`src/rtl/rwg_params.svh`:
```
// constants for the reset and watchdog generator
`ifndef RWG_PARAMS_SVH
`define RWG_PARAMS_SVH
// register byte addresses
`define RWG_ADDR_MODE 12'h000
`define RWG_ADDR_BLOCK_SOFT_RESET_REG 12'h004
`define RWG_ADDR_USB 12'h008
`define RWG_ADDR_SYS 12'h00c
`define RWG_ADDR_WDOG 12'h010
`define RWG_ADDR_STAT 12'h014
// mode register fields and reset value
`define RWG_MODE_RESET 8'h00
`define RWG_RSS_LO_BIT 0
`define RWG_RSS_HI_BIT 1
// block soft reset bits
`define RWG_BLOCK_SOFT_RESET_REG_TR_BIT 0
`define RWG_BLOCK_SOFT_RESET_REG_RSTO_BIT 1
`define RWG_BLOCK_SOFT_RESET_REG_HDLC_BIT 2
// usb control bits
`define RWG_USB_SWR_BIT 0
`define RWG_USB_ENDPOINT_INIT_FLAG_BIT 1
// system control bits
`define RWG_SYS_CPU_BIT 0
// watchdog restart bits
`define RWG_WD_A_BIT 0
`define RWG_WD_B_BIT 1
// status bits
`define RWG_STAT_WOV_BIT 0
`define RWG_STAT_LD_BIT 1
// timing figures
`define RWG_CLK_MHZ 100
`define RWG_POR_INIT_CLKS 12
`define RWG_DCL_PER_NS 652
`define RWG_L1_MIN_CLKS ((2 * `RWG_DCL_PER_NS + 9) / 10)
`define RWG_USB_RST_CLKS 16
`define RWG_PULSE_FRAMES 2
`define RWG_WD_MS 128
`define RWG_WD_FRAMES (`RWG_WD_MS * 8)
`define RWG_WD_DELAY_FRAMES 8
`define RWG_WD_PULSE_FRAMES 1
`endif

```
`src/rtl/rwg_pkg.sv`:
```
// types for the reset and watchdog generator
package rwg_pkg;
    typedef enum logic [1:0] {
        RWG_SRC_NONE,
        RWG_SRC_STROBE,
        RWG_SRC_CI_AWAKE,
        RWG_SRC_WDOG
    } rwg_src_e;
    typedef enum logic [1:0] {
        RWG_WR_IDLE,
        RWG_WR_ARMED
    } rwg_wdseq_e;
    typedef logic [31:0] rwg_word_t;
endpackage

```
`src/rtl/rwg_top.sv`:
```
// reset and watchdog generator with apb register access
// Summary of operation
// - twelve clock init after reset release
// - hardware reset reaches output when enabled
// - hardware reset leaves usb function alone
// - software sets usb reset, hardware clears
// - usb reset clear sets endpoint init flag
// - usb bus reset resets usb function
// - layer-1 and hdlc block soft resets never drive reset pin
// - cpu reset bit for download switch
// - source select picks output reset sources
// - select 01 gives strobe, no reset
// - soft reset-out bit always drives pin
// - selecting watchdog clears and starts timer
// - watchdog select locked until hardware reset
// - expiry sets flag, 125 us pulse
// - watchdog halts while clocks suspended
// - block reset bits clear themselves
// - layer-1 forced to reset idle state
// - layer-1 reset at least two data clocks
// - c/i change gives 125-250 us pulse
// - awake low restarts oscillator, gives pulse
// - pulses timed on 8 kHz frame sync
//
// The APB interface to the registers and the placing of the registers were chosen for this implementation.
`timescale 1ns/100ps
`include "rwg_params.svh"
module rwg_top #(
    parameter int WD_FRAMES = `RWG_WD_FRAMES,
    parameter int CI_WIDTH = 4
) (
    input wire logic CLK_IN, // system clock
    input wire logic RST_N_IN, // external hardware reset, sync low
    input wire logic PSEL_IN, // apb select
    input wire logic PENABLE_IN, // apb access phase
    input wire logic PWRITE_IN, // apb direction
    input wire logic [11:0] PADDR_IN, // apb byte address
    input wire logic [31:0] PWDATA_IN, // apb write data
    output rwg_pkg::rwg_word_t PRDATA_OUT, // apb read data
    output logic PREADY_OUT, // apb ready
    output logic PSLVERR_OUT, // apb error
    input wire logic FSC_TICK_IN, // one-cycle pulse per 8 kHz frame
    input wire logic [CI_WIDTH-1:0] CI_DOWN_IN, // downstream c/i code
    input wire logic SUB_AWAKE_N_IN, // subscriber awake, active low
    input wire logic USB_BUS_RESET_IN, // bus reset signalling seen
    input wire logic USB_RST_DONE_IN, // usb reset operation finished
    input wire logic CLK_RUN_IN, // low while suspend stops clocks
    input wire logic STROBE_IN, // serial data strobe to mux out
    output logic RESET_OUT_STROBE_N_OUT, // multiplexed reset/strobe pin
    output logic CHIP_INIT_OUT, // high during post-reset init cycle
    output logic USB_RESET_OUT, // usb function reset
    output logic CPU_RESET_OUT, // processor reset
    output logic L1_RESET_OUT, // layer-1 reset, forces idle
    output logic HDLC_RESET_OUT, // hdlc block reset
    output logic OSC_WAKE_OUT, // oscillator restart request
    output logic WD_RESET_OUT // watchdog reset with hardware effect
);
    import rwg_pkg::*;

    initial begin
        // start-of-simulation check of parameters
        if (WD_FRAMES < 2 || WD_FRAMES > 65535 || CI_WIDTH < 1) begin
            $error("rwg_top: unsupported parameter values");
        end
    end

    localparam int L1_MIN = `RWG_L1_MIN_CLKS; // two data clock periods in cycles

    // whole state of the block
    typedef struct packed {
        logic [3:0] init_cnt; // post-reset init counter
        logic [7:0] mode; // mode register
        logic wd_lock; // watchdog mode locked
        logic usb_swr; // usb soft reset bit
        logic endpoint_init_flag; // endpoint init flag
        logic [4:0] usb_cnt; // usb reset length
        logic cpu_rst; // processor reset bit
        logic rsto_req; // soft reset-out request
        logic hdlc_req; // hdlc reset request
        logic [7:0] l1_cnt; // layer-1 reset length
        logic [1:0] sw_fr; // soft reset-out frame count
        logic [1:0] src_fr; // internal source frame count
        logic src_act; // internal source pulse running
        logic [CI_WIDTH-1:0] ci_prev; // last c/i code
        logic awake_prev; // last awake level
        rwg_wdseq_e wd_seq; // restart sequence state
        logic [15:0] wd_cnt; // watchdog frame count
        logic wd_exp; // expired, waiting for pulse
        logic [3:0] wd_dly; // delay before pulse
        logic [1:0] wd_fr; // watchdog pulse frames
        logic wd_act; // watchdog pulse running
        logic wd_overflow_flag; // overflow flag
        logic ld; // level detect flag
        logic [31:0] rdata; // read data
    } rwg_state_s;

    rwg_state_s s_q, s_d;
    logic wr_en, rd_en, hit, ci_chg, awake_fall, tick, wd_start;
    rwg_src_e src;

    // bus decode, zero wait states
    always_comb begin
        wr_en = PSEL_IN & PENABLE_IN & PWRITE_IN;
        rd_en = PSEL_IN & ~PENABLE_IN & ~PWRITE_IN;
        hit = (PADDR_IN == `RWG_ADDR_MODE) || (PADDR_IN == `RWG_ADDR_BLOCK_SOFT_RESET_REG) ||
              (PADDR_IN == `RWG_ADDR_USB) || (PADDR_IN == `RWG_ADDR_SYS) ||
              (PADDR_IN == `RWG_ADDR_WDOG) || (PADDR_IN == `RWG_ADDR_STAT);
        src = rwg_src_e'(s_q.mode[1:0]);
        ci_chg = (CI_DOWN_IN != s_q.ci_prev);
        awake_fall = s_q.awake_prev & ~SUB_AWAKE_N_IN;
        tick = FSC_TICK_IN & CLK_RUN_IN;
    end

    // next state
    always_comb begin
        s_d = s_q;
        wd_start = 1'b0;
        s_d.ci_prev = CI_DOWN_IN;
        s_d.awake_prev = SUB_AWAKE_N_IN;
        // init cycle after reset release
        if (s_q.init_cnt != 4'h0) begin
            s_d.init_cnt = s_q.init_cnt - 4'h1;
        end
        // self-clearing block resets
        if (s_q.l1_cnt != 8'h00) begin
            s_d.l1_cnt = s_q.l1_cnt - 8'h01;
        end
        s_d.hdlc_req = 1'b0;
        // usb reset runs until done, then flags endpoints
        if (s_q.usb_swr) begin
            if (s_q.usb_cnt != 5'h00) begin
                s_d.usb_cnt = s_q.usb_cnt - 5'h01;
            end else if (USB_RST_DONE_IN) begin
                s_d.usb_swr = 1'b0;
                s_d.endpoint_init_flag = 1'b1;
            end
        end
        // soft reset-out pulse timed on frames
        if (s_q.rsto_req && tick) begin
            // ends on the second frame tick: one to two frames long
            if (s_q.sw_fr == 2'(`RWG_PULSE_FRAMES - 1)) begin
                s_d.rsto_req = 1'b0;
                s_d.sw_fr = 2'h0;
            end else begin
                s_d.sw_fr = s_q.sw_fr + 2'h1;
            end
        end
        // c/i change and awake sources
        // mode falls back only once the pulse is over, so the pin can show it
        if ((ci_chg || awake_fall) && src == RWG_SRC_CI_AWAKE) begin
            s_d.src_act = 1'b1;
            s_d.src_fr = 2'h0;
        end else if ((ci_chg || awake_fall) && src == RWG_SRC_STROBE) begin
            s_d.mode = `RWG_MODE_RESET;
        end else if (s_q.src_act && tick) begin
            // ends on the second frame tick: 125 to 250 us
            if (s_q.src_fr == 2'(`RWG_PULSE_FRAMES - 1)) begin
                s_d.src_act = 1'b0;
                if (!s_q.wd_lock) begin
                    s_d.mode = `RWG_MODE_RESET;
                end
            end else begin
                s_d.src_fr = s_q.src_fr + 2'h1;
            end
        end
        if (awake_fall) begin
            s_d.ld = 1'b1;
        end
        // watchdog timer
        if (s_q.wd_lock && !s_q.wd_exp && tick) begin
            if (s_q.wd_cnt == 16'(WD_FRAMES - 1)) begin
                s_d.wd_exp = 1'b1;
                s_d.wd_overflow_flag = 1'b1;
                s_d.wd_dly = 4'h0;
                s_d.wd_cnt = 16'h0000;
            end else begin
                s_d.wd_cnt = s_q.wd_cnt + 16'h0001;
            end
        end
        if (s_q.wd_exp && tick) begin
            if (s_q.wd_dly == 4'(`RWG_WD_DELAY_FRAMES - 1)) begin
                s_d.wd_exp = 1'b0;
                s_d.wd_act = 1'b1;
                s_d.wd_fr = 2'h0;
            end else begin
                s_d.wd_dly = s_q.wd_dly + 4'h1;
            end
        end
        if (s_q.wd_act && tick) begin
            // expiry pulse lasts one frame
            if (s_q.wd_fr == 2'(`RWG_WD_PULSE_FRAMES - 1)) begin
                s_d.wd_act = 1'b0;
            end else begin
                s_d.wd_fr = s_q.wd_fr + 2'h1;
            end
        end
        // bus reset from upstream
        if (USB_BUS_RESET_IN) begin
            s_d.usb_swr = 1'b1;
            s_d.usb_cnt = 5'(`RWG_USB_RST_CLKS);
        end
        // register writes
        s_d.rdata = 32'h0000_0000;
        if (wr_en) begin
            unique case (PADDR_IN)
                `RWG_ADDR_MODE: begin
                    if (!s_q.wd_lock) begin
                        s_d.mode = PWDATA_IN[7:0];
                        if (PWDATA_IN[1:0] == 2'b11) begin
                            s_d.wd_lock = 1'b1;
                            wd_start = 1'b1;
                        end
                    end else begin
                        s_d.mode[7:2] = PWDATA_IN[7:2];
                    end
                end
                `RWG_ADDR_BLOCK_SOFT_RESET_REG: begin
                    if (PWDATA_IN[`RWG_BLOCK_SOFT_RESET_REG_TR_BIT]) begin
                        s_d.l1_cnt = 8'(L1_MIN);
                    end
                    if (PWDATA_IN[`RWG_BLOCK_SOFT_RESET_REG_RSTO_BIT]) begin
                        s_d.rsto_req = 1'b1;
                        s_d.sw_fr = 2'h0;
                    end
                    s_d.hdlc_req = PWDATA_IN[`RWG_BLOCK_SOFT_RESET_REG_HDLC_BIT];
                end
                `RWG_ADDR_USB: begin
                    if (PWDATA_IN[`RWG_USB_SWR_BIT]) begin
                        s_d.usb_swr = 1'b1;
                        s_d.usb_cnt = 5'(`RWG_USB_RST_CLKS);
                    end
                    if (PWDATA_IN[`RWG_USB_ENDPOINT_INIT_FLAG_BIT] && !s_d.endpoint_init_flag) begin
                        s_d.endpoint_init_flag = s_d.endpoint_init_flag;
                    end else if (PWDATA_IN[`RWG_USB_ENDPOINT_INIT_FLAG_BIT]) begin
                        s_d.endpoint_init_flag = (s_q.usb_swr && !s_d.usb_swr); // set wins
                    end
                end
                `RWG_ADDR_SYS: begin
                    s_d.cpu_rst = PWDATA_IN[`RWG_SYS_CPU_BIT];
                end
                `RWG_ADDR_WDOG: begin
                    // two-step restart, wrong order disarms
                    if (PWDATA_IN[1:0] == 2'b01) begin
                        s_d.wd_seq = RWG_WR_ARMED;
                    end else if (PWDATA_IN[1:0] == 2'b10 && s_q.wd_seq == RWG_WR_ARMED) begin
                        s_d.wd_seq = RWG_WR_IDLE;
                        wd_start = 1'b1;
                    end else begin
                        s_d.wd_seq = RWG_WR_IDLE;
                    end
                end
                `RWG_ADDR_STAT: begin
                    // write one to clear, new event wins, except an expiry while the overflow flag is already set
                    if (PWDATA_IN[`RWG_STAT_WOV_BIT] && !(s_d.wd_overflow_flag && !s_q.wd_overflow_flag)) begin
                        s_d.wd_overflow_flag = 1'b0;
                    end
                    if (PWDATA_IN[`RWG_STAT_LD_BIT] && !awake_fall) begin
                        s_d.ld = 1'b0;
                    end
                end
                default: begin
                end
            endcase
        end
        if (wd_start && !s_q.wd_act) begin
            s_d.wd_cnt = 16'h0000;
            s_d.wd_exp = 1'b0;
        end
        // read mux
        if (rd_en) begin
            unique case (PADDR_IN)
                `RWG_ADDR_MODE: s_d.rdata = {24'h0, s_q.mode};
                `RWG_ADDR_USB: s_d.rdata = {30'h0, s_q.endpoint_init_flag, s_q.usb_swr};
                `RWG_ADDR_SYS: s_d.rdata = {31'h0, s_q.cpu_rst};
                `RWG_ADDR_WDOG: s_d.rdata = {16'h0, s_q.wd_cnt};
                `RWG_ADDR_STAT: s_d.rdata = {30'h0, s_q.ld, s_q.wd_overflow_flag};
                default: s_d.rdata = 32'h0000_0000;
            endcase
        end else begin
            s_d.rdata = s_q.rdata;
        end
    end

    // state register with synchronous reset
    always_ff @(posedge CLK_IN) begin
        if (!RST_N_IN) begin
            s_q <= '0;
            s_q.init_cnt <= 4'(`RWG_POR_INIT_CLKS);
            s_q.l1_cnt <= 8'(L1_MIN);
            s_q.awake_prev <= 1'b1;
            s_q.usb_swr <= 1'b0;
        end else if (s_q.init_cnt != 4'h0) begin
            s_q.init_cnt <= s_d.init_cnt;
            s_q.ci_prev <= s_d.ci_prev;
            s_q.awake_prev <= s_d.awake_prev;
            s_q.l1_cnt <= s_d.l1_cnt;
        end else begin
            s_q <= s_d;
        end
    end

    // outputs
    always_comb begin
        PRDATA_OUT = s_q.rdata;
        PREADY_OUT = 1'b1;
        PSLVERR_OUT = PSEL_IN & PENABLE_IN & ~hit;
        CHIP_INIT_OUT = (s_q.init_cnt != 4'h0);
        USB_RESET_OUT = s_q.usb_swr;
        CPU_RESET_OUT = s_q.cpu_rst | CHIP_INIT_OUT;
        L1_RESET_OUT = (s_q.l1_cnt != 8'h00) | ~RST_N_IN | s_q.wd_act;
        HDLC_RESET_OUT = s_q.hdlc_req;
        OSC_WAKE_OUT = ~SUB_AWAKE_N_IN;
        WD_RESET_OUT = s_q.wd_act;
        // pin: soft bit always, else selected source, strobe mode
        // a running c/i or awake pulse keeps the select at 10 until it ends
        if (s_q.rsto_req) begin
            RESET_OUT_STROBE_N_OUT = 1'b0;
        end else if (src == RWG_SRC_STROBE) begin
            RESET_OUT_STROBE_N_OUT = STROBE_IN;
        end else if (src == RWG_SRC_CI_AWAKE) begin
            RESET_OUT_STROBE_N_OUT = ~(s_q.src_act | ~RST_N_IN);
        end else if (src == RWG_SRC_WDOG) begin
            RESET_OUT_STROBE_N_OUT = ~(s_q.wd_act | ~RST_N_IN);
        end else begin
            RESET_OUT_STROBE_N_OUT = 1'b1;
        end
    end

    // assertions
    a_wd_lock_kept: assert property (@(posedge CLK_IN) disable iff (!RST_N_IN)
        s_q.wd_lock |=> s_q.wd_lock && s_q.mode[1:0] == 2'b11)
        else $error("watchdog select changed after lock");
    a_endpoint_init_flag_on_clear: assert property (@(posedge CLK_IN) disable iff (!RST_N_IN)
        $fell(s_q.usb_swr) |-> s_q.endpoint_init_flag)
        else $error("endpoint flag not set on usb reset clear");
    a_soft_pin_low: assert property (@(posedge CLK_IN) disable iff (!RST_N_IN)
        s_q.rsto_req |-> !RESET_OUT_STROBE_N_OUT)
        else $error("soft reset-out not on pin");
    a_none_pin_high: assert property (@(posedge CLK_IN) disable iff (!RST_N_IN)
        (s_q.mode[1:0] == 2'b00 && !s_q.rsto_req) |-> RESET_OUT_STROBE_N_OUT)
        else $error("pin driven with no source selected");
    a_hdlc_self_clear: assert property (@(posedge CLK_IN) disable iff (!RST_N_IN)
        s_q.hdlc_req |=> !s_q.hdlc_req || wr_en)
        else $error("block reset bit stuck");
    a_wov_with_expiry: assert property (@(posedge CLK_IN) disable iff (!RST_N_IN)
        $rose(s_q.wd_exp) |-> s_q.wd_overflow_flag)
        else $error("overflow flag missing on expiry");
    // init counter walks from twelve down to zero after release
    a_init_twelve: assert property (@(posedge CLK_IN) disable iff (!RST_N_IN)
        $rose(RST_N_IN) |-> s_q.init_cnt == 4'(`RWG_POR_INIT_CLKS)
        ##11 s_q.init_cnt == 4'h1 ##1 !CHIP_INIT_OUT)
        else $error("init cycle not twelve clocks");
    a_l1_min_width: assert property (@(posedge CLK_IN) disable iff (!RST_N_IN)
        $rose(L1_RESET_OUT) |-> L1_RESET_OUT [*8])
        else $error("layer-1 reset too short");
    a_usb_hw_free: assert property (@(posedge CLK_IN)
        !RST_N_IN |=> !USB_RESET_OUT)
        else $error("hardware reset touched usb");
    // layer-1 held in reset during hardware reset
    a_l1_in_hw_reset: assert property (@(posedge CLK_IN)
        !RST_N_IN |-> L1_RESET_OUT)
        else $error("layer-1 not held in hardware reset");
    a_strobe_passes: assert property (@(posedge CLK_IN) disable iff (!RST_N_IN)
        (s_q.mode[1:0] == 2'b01 && !s_q.rsto_req) |-> RESET_OUT_STROBE_N_OUT == STROBE_IN)
        else $error("strobe not passed to pin");
    // cover points for the main scenarios
    c_wd_pulse: cover property (@(posedge CLK_IN) $rose(WD_RESET_OUT));
    c_awake: cover property (@(posedge CLK_IN) awake_fall && src == RWG_SRC_CI_AWAKE);
    c_src_pulse: cover property (@(posedge CLK_IN) $rose(s_q.src_act));
    c_restart: cover property (@(posedge CLK_IN) wd_start && s_q.wd_lock);
    c_endpoint_init_flag: cover property (@(posedge CLK_IN) $rose(s_q.endpoint_init_flag));
endmodule

```
`config.mk`:
```
export PLATFORM = sky130hd
export DESIGN_NAME = rwg_top
export DESIGN_NICKNAME = d
export VERILOG_FILES = /design/src/rtl/rwg_pkg.sv /design/src/rtl/rwg_top.sv
export VERILOG_INCLUDE_DIRS = /design/src /design/src/rtl
export SDC_FILE = /design/constraint.sdc
export NUM_CORES = 1
export LEC_CHECK = 0
export BUFFER_PORTS_ARGS = -buffer_cell sky130_fd_sc_hd__buf_2
export CAP_MARGIN = 20
export CORE_ASPECT_RATIO = 0.9
export CORE_MARGIN = 2
export CORE_UTILIZATION = 40
export CTS_CLUSTER_SIZE = 25
export DETAILED_ROUTE_END_ITERATION = 12
export SKIP_LAST_GASP = 1
export SLEW_MARGIN = 20
export SYNTH_ARGS = -nofsm -noshare
export SYNTH_HDL_FRONTEND = slang
export SYNTH_SLANG_ARGS = --single-unit
```
`constraint.sdc`:
```
create_clock -name CLK_IN -period 3.05 [get_ports CLK_IN]
set_input_delay 0 -clock CLK_IN [delete_from_list [all_inputs] [get_ports CLK_IN]]
set_output_delay 0 -clock CLK_IN [all_outputs]
set_load 0.05 [all_outputs]
```
Word level (Yosys, flattened, before mapping)
Index checks and enable logic that the tools add are counted.
W data, S select, Z words.
- output and inout port bits: 42
- logic and storage cells: 180
- register bits: 101
- input port bits: 59
- eq/ne operators: 19
- add/sub/neg operators: 8
- muxes and demuxes: 66
- bitwise gates (word level): 20
- reductions and logical operators: 43
- operator list (cell ; number):
    $pmux W16 S5 ; 1
    $mux W8 ; 8
    $mux W29 ; 1
    $mux W1 ; 28
    $eq A12 B4 Y1 const B ; 2
    $eq A12 B5 Y1 const B ; 2
    $mux W21 ; 1
    $mux W5 ; 4
    $mux W2 ; 9
    $mux W3 ; 6
    $mux W17 ; 1
    $add A16 B1 Y16 const B ; 1
    $eq A16 B10 Y1 const B ; 1
    $mux W16 ; 1
    $logic_and A1 B1 Y1 ; 15
    $mux W7 ; 2
    $eq A12 B3 Y1 const B ; 1
    $logic_not A12 Y1 ; 1
    $mux W12 ; 1
    $eq A2 B1 Y1 const B ; 5
    $mux W9 ; 1
    $reduce_and A3 Y1 ; 3
    $eq A2 B2 Y1 const B ; 4
    $not A1 Y1 ; 8
    other kinds (21) ; 49

Depth between registers and ports, before layout
Gate-level depths: netlist of run 1.
- word-level depth: 13
- mapped depth: 10
- gate-level depth less buffers: 8

Worst setup path after synthesis of run 1
Ideal clock, no wire load.
- path type: register to register
- from: register s_q[97] (netlist bit)
- to: register s_q[45] (netlist bit)
- data arrival time: 2.122 ns
- setup time: 0.062 ns
- cell stages (with the launch flop): 11
- path slack: 0.866 ns
- path through: dfxtp_1 inv_1 ha_1 nor3b_2 inv_2 or2_1 buf_2 a2111o_1 buf_2 or3_1 nand3_1
- longest elaborated chain between the ends: 3
- RTL lines (what ; line ; text):
    from (decl) ; rwg_top.sv:97 ; rwg_state_s s_q, s_d;
    $reduce_bool A4 Y1 ; rwg_top.sv:292 ; end else if (s_q.init_cnt != 4'h0) begin
    $not A1 Y1 (no line) ; - ;
    $reduce_and A2 Y1 (no line) ; - ;
Every way passes these cells.
A chain may end at the register's enable or synchronous reset.

Worst setup path in the final report of run 1
- from: register s_q[97] (netlist bit)
- to: register s_q[47] (netlist bit)
Same word-level chain as after synthesis.

==> results.py, run 1 <==
metrics = {
    "run_status": {
        "outcome": "finished, final reports clean",
    },
    "yosys": {
        "netlist_area_um2": 4440,
        "synth.area.top_cells": "dfxtp_1 38%, nand2_1 5.8%, buf_4 5.6%, nand3_1 4.7%, nor2_1 4.1%",
        "synthCells": 555,
        "async_flop_share": 0,
        "yosysWarningCount": 0,
        "ys.flop_type": "dfxtp_1",
        "ys_ff_latch": 84,
        "synth-edff-count": 0,
        "avgSynthCellArea_um2": 8.01,
        "yosysTopAreaCell": "dfxtp_1",
        "yosysTopAreaCellShare": 0.378,
        "synth_seq_area_share": 0.378,
        "ys_types": 60,
    },
    "drt": {
        "vias": 4046,
        "drc_errors": 0,
        "met1_length_um": 5230,
        "wl_met3_um": 493,
        "initialDrtViolationCount": 270,
        "wl_um": 10600,
        "ant_nets": 0,
        "wl_per_cell_um": 14.3,
        "highest_layer": "met4",
        "viasPerCell": 5.42,
        "first_pass_iters": 4,
        "routed-wl-met2_um": 4690,
    },
    "floorplanning": {
        "fp.dieW_um": 115,
        "start_util": 0.411,
        "die-area_um2": 12000,
        "ios": 101,
        "core_area_um2": 10800,
        "dieHeight_um": 104,
        "rows": 36,
    },
    "power_and_ir_drop": {
        "swShare": 0.235,
        "p_comb_frac": 0.087,
        "cellPowerDensity_nw_per_um2": 509,
        "p_leak_uw": 0.00196,
        "fin_total_pwr_uw": 2640,
        "intPower_uw": 2020,
        "clockPowerShare": 0.482,
        "switchingPower_uw": 620,
        "pwr-share-seq": 0.431,
        "ir_worst_vdd_mv": 0.258,
    },
    "sta": {
        "finalSetupViolations": 0,
        "fmax_ghz": 0.429,
        "worstMarginPinSlew_ns": 0.692,
        "fin_worst_skew_ns": 0.00640,
        "period_share": 0.764,
        "period_needed_ns": 2.33,
        "rsz0062_at_grt": "no",
        "setup_tns_ns": 0,
        "slew_headroom": 0.539,
        "slew_viol_final": 0,
        "final-hold-violation-count": 0,
    },
    "global_route": {
        "grt_pass1_vias": 3655,
        "grt_util_all_layers": 0.181,
        "overflow": 0,
        "grt_antenna_before_repair": 0,
        "grt_pass1_wl_um": 17500,
        "grt_max_degree": 31,
    },
    "clock_network": {
        "cts_tree": "done",
        "clk_path_buf_depth": 2,
        "path_clk_slew_ns": 0.06,
        "htree_levels": 3,
        "clkLatencyLatePin_ns": 0.34,
        "root_buffer": "clkbuf_16",
        "cts_sinks": 84,
        "numCtsBuffers": 9,
    },
    "placement": {
        "portBuffers": 59,
        "dp_hpwl_um": 7570,
        "gp_congestion": 0.822,
    },
    "critical_path": {
        "cp.required_ns": 3.33,
        "r2r_end": "s_q[47]$_SDFFE_PN0P_",
        "r2r_slack_ns": 0.72,
        "cpMaxStageDelayCell": "a2111o_1",
        "crit_type": "flop to flop",
        "critPathCaptureType": "flop",
        "cp_num_cells": 9,
        "endpoint": "s_q[47]$_SDFFE_PN0P_",
        "arrival_ns": 2.60,
        "cpPeakStageDelay_ns": 0.54,
        "r2r_start": "s_q[97]$_SDFFE_PN0P_",
        "worstSetupStartpoint": "s_q[97]$_SDFFE_PN0P_",
        "path_delay_family": "simple AND/OR/NAND/NOR gates",
        "worstPathCellList": "inv_1 -> ha_1 -> nor3b_2 -> inv_2 -> or2_1 -> buf_4 -> a2111o_1 -> or3_1 -> o21ai_0",
        "crit_buf_inv": 3,
        "crit_fanout": 16,
        "start_kind": "flop",
        "reg2reg_depth": 9,
    },
    "finish": {
        "antennaDiodeCount": 0,
        "area_delta_synth_final_pct": 16.6,
        "final_nets": 677,
        "drive_above_1_share": 0.155,
    },
    "job": {
        "drv_cap": 0,
    },
    "min_path": {
        "worst_hold_path_type": "input pin to flop",
        "whs_path_depth": 3,
    },
}
[placed cells by master, fill, tap and decap left out, types with 9 or more instances in the layout]
cell	count
a21oi_1	29
buf_2	59
buf_4	10
clkbuf_16	9
conb_1	17
dfxtp_1	84
dlygate4sd3_1	12
ha_1	10
inv_1	21
nand2_1	69
nand3_1	42
nand4_1	16
nor2_1	48
nor3_1	16
nor4_1	12
o21ai_0	19
or3_1	17
xnor2_1	13
[power groups by stage]
| stage | registers (uW) | clock network [uW] | logic (uW) |
|---|---|---|---|
| finish | 1140 | 1270 | 229 |
| global route | 1140 | 1350 | 251 |
| CTS | 1140 | 1300 | 229 |
| detailed placement | 1160 | 0 | 216 |
| global placement | 1160 | 0 | 214 |
| floorplan | 1160 | 0 | 173 |
[synth_stat cells, types with 8 or more instances]
cell type / n
a21oi_1: 29
a22oi_1: 8
buf_4: 33
clkbuf_1: 16
dfxtp_1: 84
ha_1: 10
inv_1: 21
mux2i_1: 8
nand2_1: 69
nand3_1: 42
nand4_1: 16
nor2_1: 48
nor3_1: 16
nor4_1: 12
o21ai_0: 19
or3_1: 17
xnor2_1: 13
[area by class of cell]
class	count	area (um2)
multi-input combinational	410	2410
fill	1073	5630
inverter	22	82.6
clock inverter	6	111
timing repair buffer	81	490
sequential	84	1680
tap	133	166
clock buffer	10	239
[layer usage]
layer  GRT usage  vias to the layer above
met5           0                        -
met4      0.0775                        0
met3      0.0286                       15
met2       0.275                      102
met1       0.253                     1874
li1            -                     2055
[stage by stage]
stage               std cells  area [um2]  setup WS, ns  hold WS, ns   util
CTS                       746        5180         0.726      0.00482  0.479
global route              746        5180         0.484       0.0261  0.479
finish                    746        5180         0.721       0.0110  0.479
floorplan                 570        4500         0.866        0.122      -
detailed placement        718        4710         0.746        0.203  0.435
global placement          717        4700         0.728        0.197  0.435
[what timing repair did]
action	CTS	global route
hold buffers	12	0
resized for setup	0	0
setup buffers	0	0
setup endpoints to repair	0	0
hold endpoints to repair	16	0
[worst min-delay path by stage]
stage,endpoint,slack [ns],start
floorplan,s_q[61]$_SDFF_PN0_,0.12,CI_DOWN_IN[0]
detailed placement,s_q[60]$_SDFF_PN1_,0.20,SUB_AWAKE_N_IN
global route,s_q[88]$_SDFFE_PN0P_,0.03,PWDATA_IN[1]
global placement,s_q[60]$_SDFF_PN1_,0.20,SUB_AWAKE_N_IN
finish,s_q[88]$_SDFFE_PN0P_,0.01,PWDATA_IN[1]
CTS,s_q[88]$_SDFFE_PN0P_,0.005,PWDATA_IN[1]
[sequential cells by signal, indices dropped and copies added (netlist names), named ones only]
register        cells
HDLC_RESET_OUT      1
WD_RESET_OUT        1
PRDATA_OUT         16
USB_RESET_OUT       1
s_q                63
[worst register-to-register path: stages, from the launching register on]
cell      delay [ns]
dfxtp_1         0.31
inv_1           0.10
ha_1            0.17
nor3b_2         0.21
inv_2           0.05
or2_1           0.21
buf_4           0.20
a2111o_1        0.54
or3_1           0.40
o21ai_0         0.07
[logic make-up (layout without fill, tap and decap cells)]
| logic type | count (synthesis) | after routing | share of synthesized area |
|---|---|---|---|
| muxes | 8 | 8 | 0.0180 |
| AOI/OAI and AO/OA | 100 | 100 | 0.155 |
| adders and majority gates | 10 | 10 | 0.0282 |
| other | 2 | 17 | 0.00169 |
| DFF | 84 | 84 | 0.378 |
| buffers and inverters | 76 | 119 | 0.0929 |
| xor gates and xnor gates | 16 | 16 | 0.0315 |
| and+or+nand+nor | 259 | 259 | 0.295 |
Power figures use the tool's default switching activity.
==> inputs of run 2 (changes only) <==
--- a/config.mk
+++ b/config.mk
@@ -6,6 +6,7 @@
 export SDC_FILE = /design/constraint.sdc
 export NUM_CORES = 1
 export LEC_CHECK = 0
+export ABC_AREA = 1
 export BUFFER_PORTS_ARGS = -buffer_cell sky130_fd_sc_hd__buf_2
 export CAP_MARGIN = 20
 export CORE_ASPECT_RATIO = 0.9
==> constraint.sdc (replaced) <==
create_clock -name CLK_IN -period 2.18 [get_ports CLK_IN]
set_input_delay 0 -clock CLK_IN [delete_from_list [all_inputs] [get_ports CLK_IN]]
set_output_delay 0 -clock CLK_IN [all_outputs]
set_load 0.05 [all_outputs]
==> results.py, run 2 <==
metrics = {
    "run_status": {
        "outcome": "finished, final reports clean",
    },
    "sta": {
        "slew_viol_final": 0,
        "fmax_ghz": 0.538,
        "worstMarginPinSlew_ns": 0.629,
        "final-hold-violation-count": 0,
        "rsz0062_at_grt": "no",
        "setup_tns_ns": 0,
        "finalSetupViolations": 0,
        "fin_worst_skew_ns": 0.00923,
        "period_share": 0.853,
        "period_needed_ns": 1.86,
        "slew_headroom": 0.577,
    },
    "floorplanning": {
        "dieHeight_um": 112,
        "ios": 101,
        "die-area_um2": 13800,
        "core_area_um2": 12600,
        "fp.dieW_um": 124,
        "start_util": 0.408,
        "rows": 39,
    },
    "power_and_ir_drop": {
        "p_leak_uw": 0.00248,
        "ir_worst_vdd_mv": 0.544,
        "fin_total_pwr_uw": 3610,
        "cellPowerDensity_nw_per_um2": 616,
    },
    "finish": {
        "area_delta_synth_final_pct": 13.6,
        "fin_area_um2": 5860,
        "drive_above_1_share": 0.200,
        "final_common_cell": "nand2_1",
        "largest_reg_flops": 63,
        "largest-register": "s_q",
        "nFillCells": 1271,
        "fin_cells": 948,
        "final_nets": 848,
        "final_cell_mix": "138 x nand2_1, 84 x dfxtp_1, 83 x inv_1, 61 x nor2_1, 59 x buf_2",
        "antennaDiodeCount": 0,
    },
    "clock_network": {
        "path_clk_slew_ns": 0.06,
        "cts_sinks": 84,
        "postCtsSetupBuffers": 0,
        "clk_path_buf_depth": 2,
        "clkLatencyLatePin_ns": 0.34,
        "cts_resized": 0,
        "htree_levels": 3,
        "numCtsBuffers": 9,
        "ctsHoldBuffers": 13,
        "cts_tree": "done",
        "root_buffer": "clkbuf_16",
    },
    "drt": {
        "first_pass_iters": 4,
        "wl_um": 12100,
        "wl_per_cell_um": 12.8,
        "drc_errors": 0,
        "ant_nets": 0,
        "vias": 4648,
        "initialDrtViolationCount": 331,
        "viasPerCell": 4.90,
    },
    "yosys": {
        "synth_compound_area_frac": 0.125,
        "yosysTopAreaCellShare": 0.326,
        "ys_types": 48,
        "avgSynthCellArea_um2": 7.10,
        "ys_ff_latch": 84,
        "synth_top_family_by_area": "simple AND/OR/NAND/NOR gates",
        "netlist_area_um2": 5160,
        "yosysTopAreaCell": "dfxtp_1",
        "synth.area.top_cells": "dfxtp_1 33%, nand2_1 10%, inv_1 6.0%, a21oi_1 5.6%, buf_4 5.4%",
        "synthCells": 727,
        "synthAdderAreaFrac": 0.0242,
        "yosysWarningCount": 0,
        "ys.flop_type": "dfxtp_1",
        "muxShareOfSynthArea": 0,
        "async_flop_share": 0,
        "synth_seq_area_share": 0.326,
        "synth_most_common_cell": "nand2_1",
        "synthTopCellsByCount": "138 x nand2_1, 84 x dfxtp_1, 83 x inv_1",
        "yosys.area_share.simple": 0.352,
        "synth-edff-count": 0,
        "synth_xor_area_frac": 0.0288,
    },
    "critical_path": {
        "start_kind": "flop",
        "arrival_ns": 2.09,
        "critPathCaptureType": "flop",
        "crit_fanout": 15,
        "crit_type": "flop to flop",
        "cp.required_ns": 2.41,
    },
    "global_route": {
        "grt_max_degree": 50,
        "grt_pass1_wl_um": 20800,
        "grt_util_all_layers": 0.187,
        "overflow": 0,
        "grt_antenna_before_repair": 0,
        "grt_pass1_vias": 4405,
    },
    "placement": {
        "portBuffers": 59,
        "gp_congestion": 0.884,
        "placed_area_um2": 5410,
        "dp_hpwl_um": 8710,
        "place_inst": 919,
    },
    "min_path": {
        "worst_hold_path_type": "input pin to flop",
    },
    "job": {
        "drv_cap": 0,
    },
}
-- run 2: layout make-up --
type                       instances  area [um2]  share of cell area
clock inverter                     7        98.8              0.0169
inverter                          94         353              0.0602
sequential                        84        1680               0.287
tap                              164         205              0.0350
multi-input combinational        509        2800               0.478
clock buffer                       9         225              0.0384
timing repair buffer              81         493              0.0841
-- run 2: metal layers --
layer	track usage	vias up	wire length [um]
met5	0	-	0
met4	0.0553	0	189
met3	0.0492	14	604
met2	0.292	112	5440
met1	0.251	2085	5900
li1	-	2437	-
-- run 2: power breakdown --
part,internal (uW),switching (uW)
logic,107,227
clock network,1010,666
registers,1570,27.3
-- run 2: worst max-delay path, cell delays in order, from the launching register on --
cell	delay, ns
dfxtp_1	0.32
inv_1	0.09
ha_1	0.23
nand2_4	0.06
buf_4	0.19
nor2_1	0.20
inv_1	0.15
nor2_1	0.19
nand2_1	0.11
o211ai_1	0.14
a21oi_1	0.06
-- run 2: cells by family (layout without fill, tap and decap cells) --
family	count (synthesis)	after routing
fa+ha+maj	10	10
simple gates	352	352
buf+inv	149	191
other cells	2	17
compound gates	113	113
flops	84	84
xor+xnor	17	17
-- run 2: path summary, 6_finish.rpt --
| path | slack [ns] | cells after the start | to | start |
|---|---|---|---|---|
| worst max register to register | 0.32 | 10 | s_q[68]$_SDFFE_PN0N_ | s_q[97]$_SDFFE_PN0P_ |
| worst max-delay path | 0.32 | 10 | s_q[68]$_SDFFE_PN0N_ | s_q[97]$_SDFFE_PN0P_ |
| worst min register to register | 0.43 | 2 | s_q[69]$_SDFFE_PN0N_ | s_q[69]$_SDFFE_PN0N_ |
| worst min-delay path | 0.02 | 3 | s_q[68]$_SDFFE_PN0N_ | FSC_TICK_IN |
-- run 2: stage by stage --
| step | util | setup WS [ns] | hold slack (ns) |
|---|---|---|---|
| floorplan | - | 0.174 | 0.0935 |
| global placement | 0.428 | 0.343 | 0.196 |
| detailed placement | 0.428 | 0.339 | 0.200 |
| CTS | 0.464 | 0.326 | 0.00565 |
| global route | 0.464 | 0.141 | 0.0123 |
| finish | 0.464 | 0.320 | 0.0199 |
==> inputs of run 3 (changes only) <==
--- a/config.mk
+++ b/config.mk
@@ -7,13 +7,14 @@
 export NUM_CORES = 1
 export LEC_CHECK = 0
 export ABC_AREA = 1
-export BUFFER_PORTS_ARGS = -buffer_cell sky130_fd_sc_hd__buf_2
+export BUFFER_PORTS_ARGS = -buffer_cell sky130_fd_sc_hd__clkbuf_2
 export CAP_MARGIN = 20
 export CORE_ASPECT_RATIO = 0.9
 export CORE_MARGIN = 2
 export CORE_UTILIZATION = 40
 export CTS_CLUSTER_SIZE = 25
 export DETAILED_ROUTE_END_ITERATION = 12
+export PLACE_DENSITY_LB_ADDON = 0.08
 export SKIP_LAST_GASP = 1
 export SLEW_MARGIN = 20
 export SYNTH_ARGS = -nofsm -noshare
==> results.py, run 3 (synthesis gave the netlist of run 2 again) <==
metrics = {
    "critical_path": {
        "cpPeakStageDelay_ns": 0.59,
        "cpMaxStageDelayCell": "dlygate4sd3_1",
        "cp.required_ns": 2.46,
        "worstSetupStartpoint": "s_q[97]$_SDFFE_PN0P_",
        "start_kind": "flop",
        "r2r_start": "s_q[97]$_SDFFE_PN0P_",
        "arrival_ns": 2.17,
        "critPathCaptureType": "flop",
        "crit_type": "flop to flop",
        "crit_fanout": 8,
        "worstPathCellList": "inv_1 -> ha_1 -> nand2_4 -> inv_2 -> nand4_1 -> dlygate4sd3_1 -> a21oi_1",
    },
    "sta": {
        "holdWs_ns": 0.0276,
        "fmax_ghz": 0.530,
        "final-hold-violation-count": 0,
        "rsz0062_at_grt": "no",
        "slew_viol_final": 0,
        "period_needed_ns": 1.89,
        "worstMarginPinSlew_ns": 0.626,
        "period_share": 0.866,
        "fin_worst_skew_ns": 0.00451,
        "setup_tns_ns": 0,
        "slew_headroom": 0.579,
        "finalSetupViolations": 0,
    },
    "finish": {
        "antennaDiodeCount": 0,
        "largest-register": "s_q",
        "final_nets": 851,
        "final_cell_mix": "138 x nand2_1, 84 x dfxtp_1, 83 x inv_1, 61 x nor2_1, 59 x clkbuf_2",
        "area_delta_synth_final_pct": 13.7,
        "largest_reg_flops": 63,
        "fin_cells": 951,
        "drive_above_1_share": 0.199,
        "fin_area_um2": 5870,
        "nFillCells": 1267,
        "final_common_cell": "nand2_1",
    },
    "placement": {
        "gp_congestion": 0.878,
        "portBuffers": 59,
        "placed_area_um2": 5410,
        "place_inst": 920,
        "dp_hpwl_um": 9360,
    },
    "floorplanning": {
        "fp.dieW_um": 124,
        "rows": 39,
        "dieHeight_um": 112,
        "die-area_um2": 13800,
        "start_util": 0.408,
        "ios": 101,
        "core_area_um2": 12600,
    },
    "drt": {
        "wl_per_cell_um": 13.5,
        "wl_um": 12900,
        "first_pass_iters": 5,
        "viasPerCell": 4.96,
        "vias": 4720,
        "drc_errors": 0,
        "initialDrtViolationCount": 336,
        "ant_nets": 0,
    },
    "min_path": {
        "worst_hold_path_type": "input pin to flop",
        "hold_start": "USB_RST_DONE_IN",
    },
    "clock_network": {
        "path_clk_slew_ns": 0.06,
        "clkLatencyLatePin_ns": 0.35,
        "root_buffer": "clkbuf_16",
        "cts_sinks": 84,
        "htree_levels": 3,
        "numCtsBuffers": 9,
        "clk_path_buf_depth": 2,
        "cts_tree": "done",
        "postCtsSetupBuffers": 0,
    },
    "global_route": {
        "grt_pass1_wl_um": 21200,
        "grt_max_degree": 50,
        "overflow": 0,
        "grt_util_all_layers": 0.196,
        "grt_antenna_before_repair": 0,
        "grt_pass1_vias": 4336,
    },
    "power_and_ir_drop": {
        "ir_worst_vdd_mv": 0.595,
        "p_leak_uw": 0.00247,
        "cellPowerDensity_nw_per_um2": 598,
    },
    "job": {
        "drv_cap": 0,
    },
    "run_status": {
        "outcome": "finished, final reports clean",
    },
}
-- run 3: changes by cell type in the layout (fill, tap and decap cells not counted), sizes merged --
cell / previous run / this run
dlygate4sd3: 13 / 15
clkbuf: 9 / 70
buf: 68 / 10
bufinv: 2 / 1
clkinvlp: 1 / 0
clkinv: 5 / 7
inv: 93 / 91
-- run 3: layer usage --
layer | GRT usage | wire [um] | vias to the layer above
li1 | - | - | 2458
met1 | 0.276 | 6450 | 2136
met2 | 0.295 | 5610 | 111
met3 | 0.0492 | 638 | 15
met4 | 0.0576 | 150 | 0
met5 | 0 | 0 | -
-- run 3: cell type report --
cell class | instances | area, um2 | share of cell area
Multi-Input combinational cell | 509 | 2800 | 0.478
Sequential cell | 84 | 1680 | 0.287
Timing Repair Buffer | 84 | 520 | 0.0887
Inverter | 94 | 353 | 0.0601
Clock buffer | 11 | 243 | 0.0414
Tap cell | 164 | 205 | 0.0350
Clock inverter | 5 | 61.3 | 0.0104
-- run 3: worst paths after layout --
path | endpoint | slack (ns) | cells after the start
min | s_q[86]$_SDFFE_PN0N_ | 0.03 | 5
min reg2reg | s_q[69]$_SDFFE_PN0N_ | 0.43 | 2
max | s_q[68]$_SDFFE_PN0N_ | 0.29 | 7
max reg2reg | s_q[68]$_SDFFE_PN0N_ | 0.29 | 7
-- run 3: power breakdown --
part           internal [uW]  switching (uW)  leakage, uW
Clock                    923             652     0.000150
Sequential              1570            26.8     0.000680
Combinational            108             230      0.00164
Total                   2600             910      0.00247
-- run 3: worst max-delay path: cells and delay by family (launching register included) --
family	cells	cell delay [ns]
flops	1	0.32
compound gates	1	0.14
buf+inv	3	0.88
simple gates	2	0.25
fa+ha+maj	1	0.23
-- run 3: what timing repair did --
action / 4_1_cts / 5_1_grt
endpoints found under the hold margin: 16 / 0
gates resized for setup: 0 / 0
hold buffers: 15 / 0
-- run 3: stage by stage --
step | worst slack, ns | util | total power (uW)
4_1_cts | 0.295 | 0.464 | 3560
6_report | 0.293 | 0.464 | 3510
3_3_place_gp | 0.357 | 0.428 | 1940
5_1_grt | 0.105 | 0.464 | 3670
3_5_place_dp | 0.302 | 0.428 | 1950
2_1_floorplan | 0.174 | - | 1890
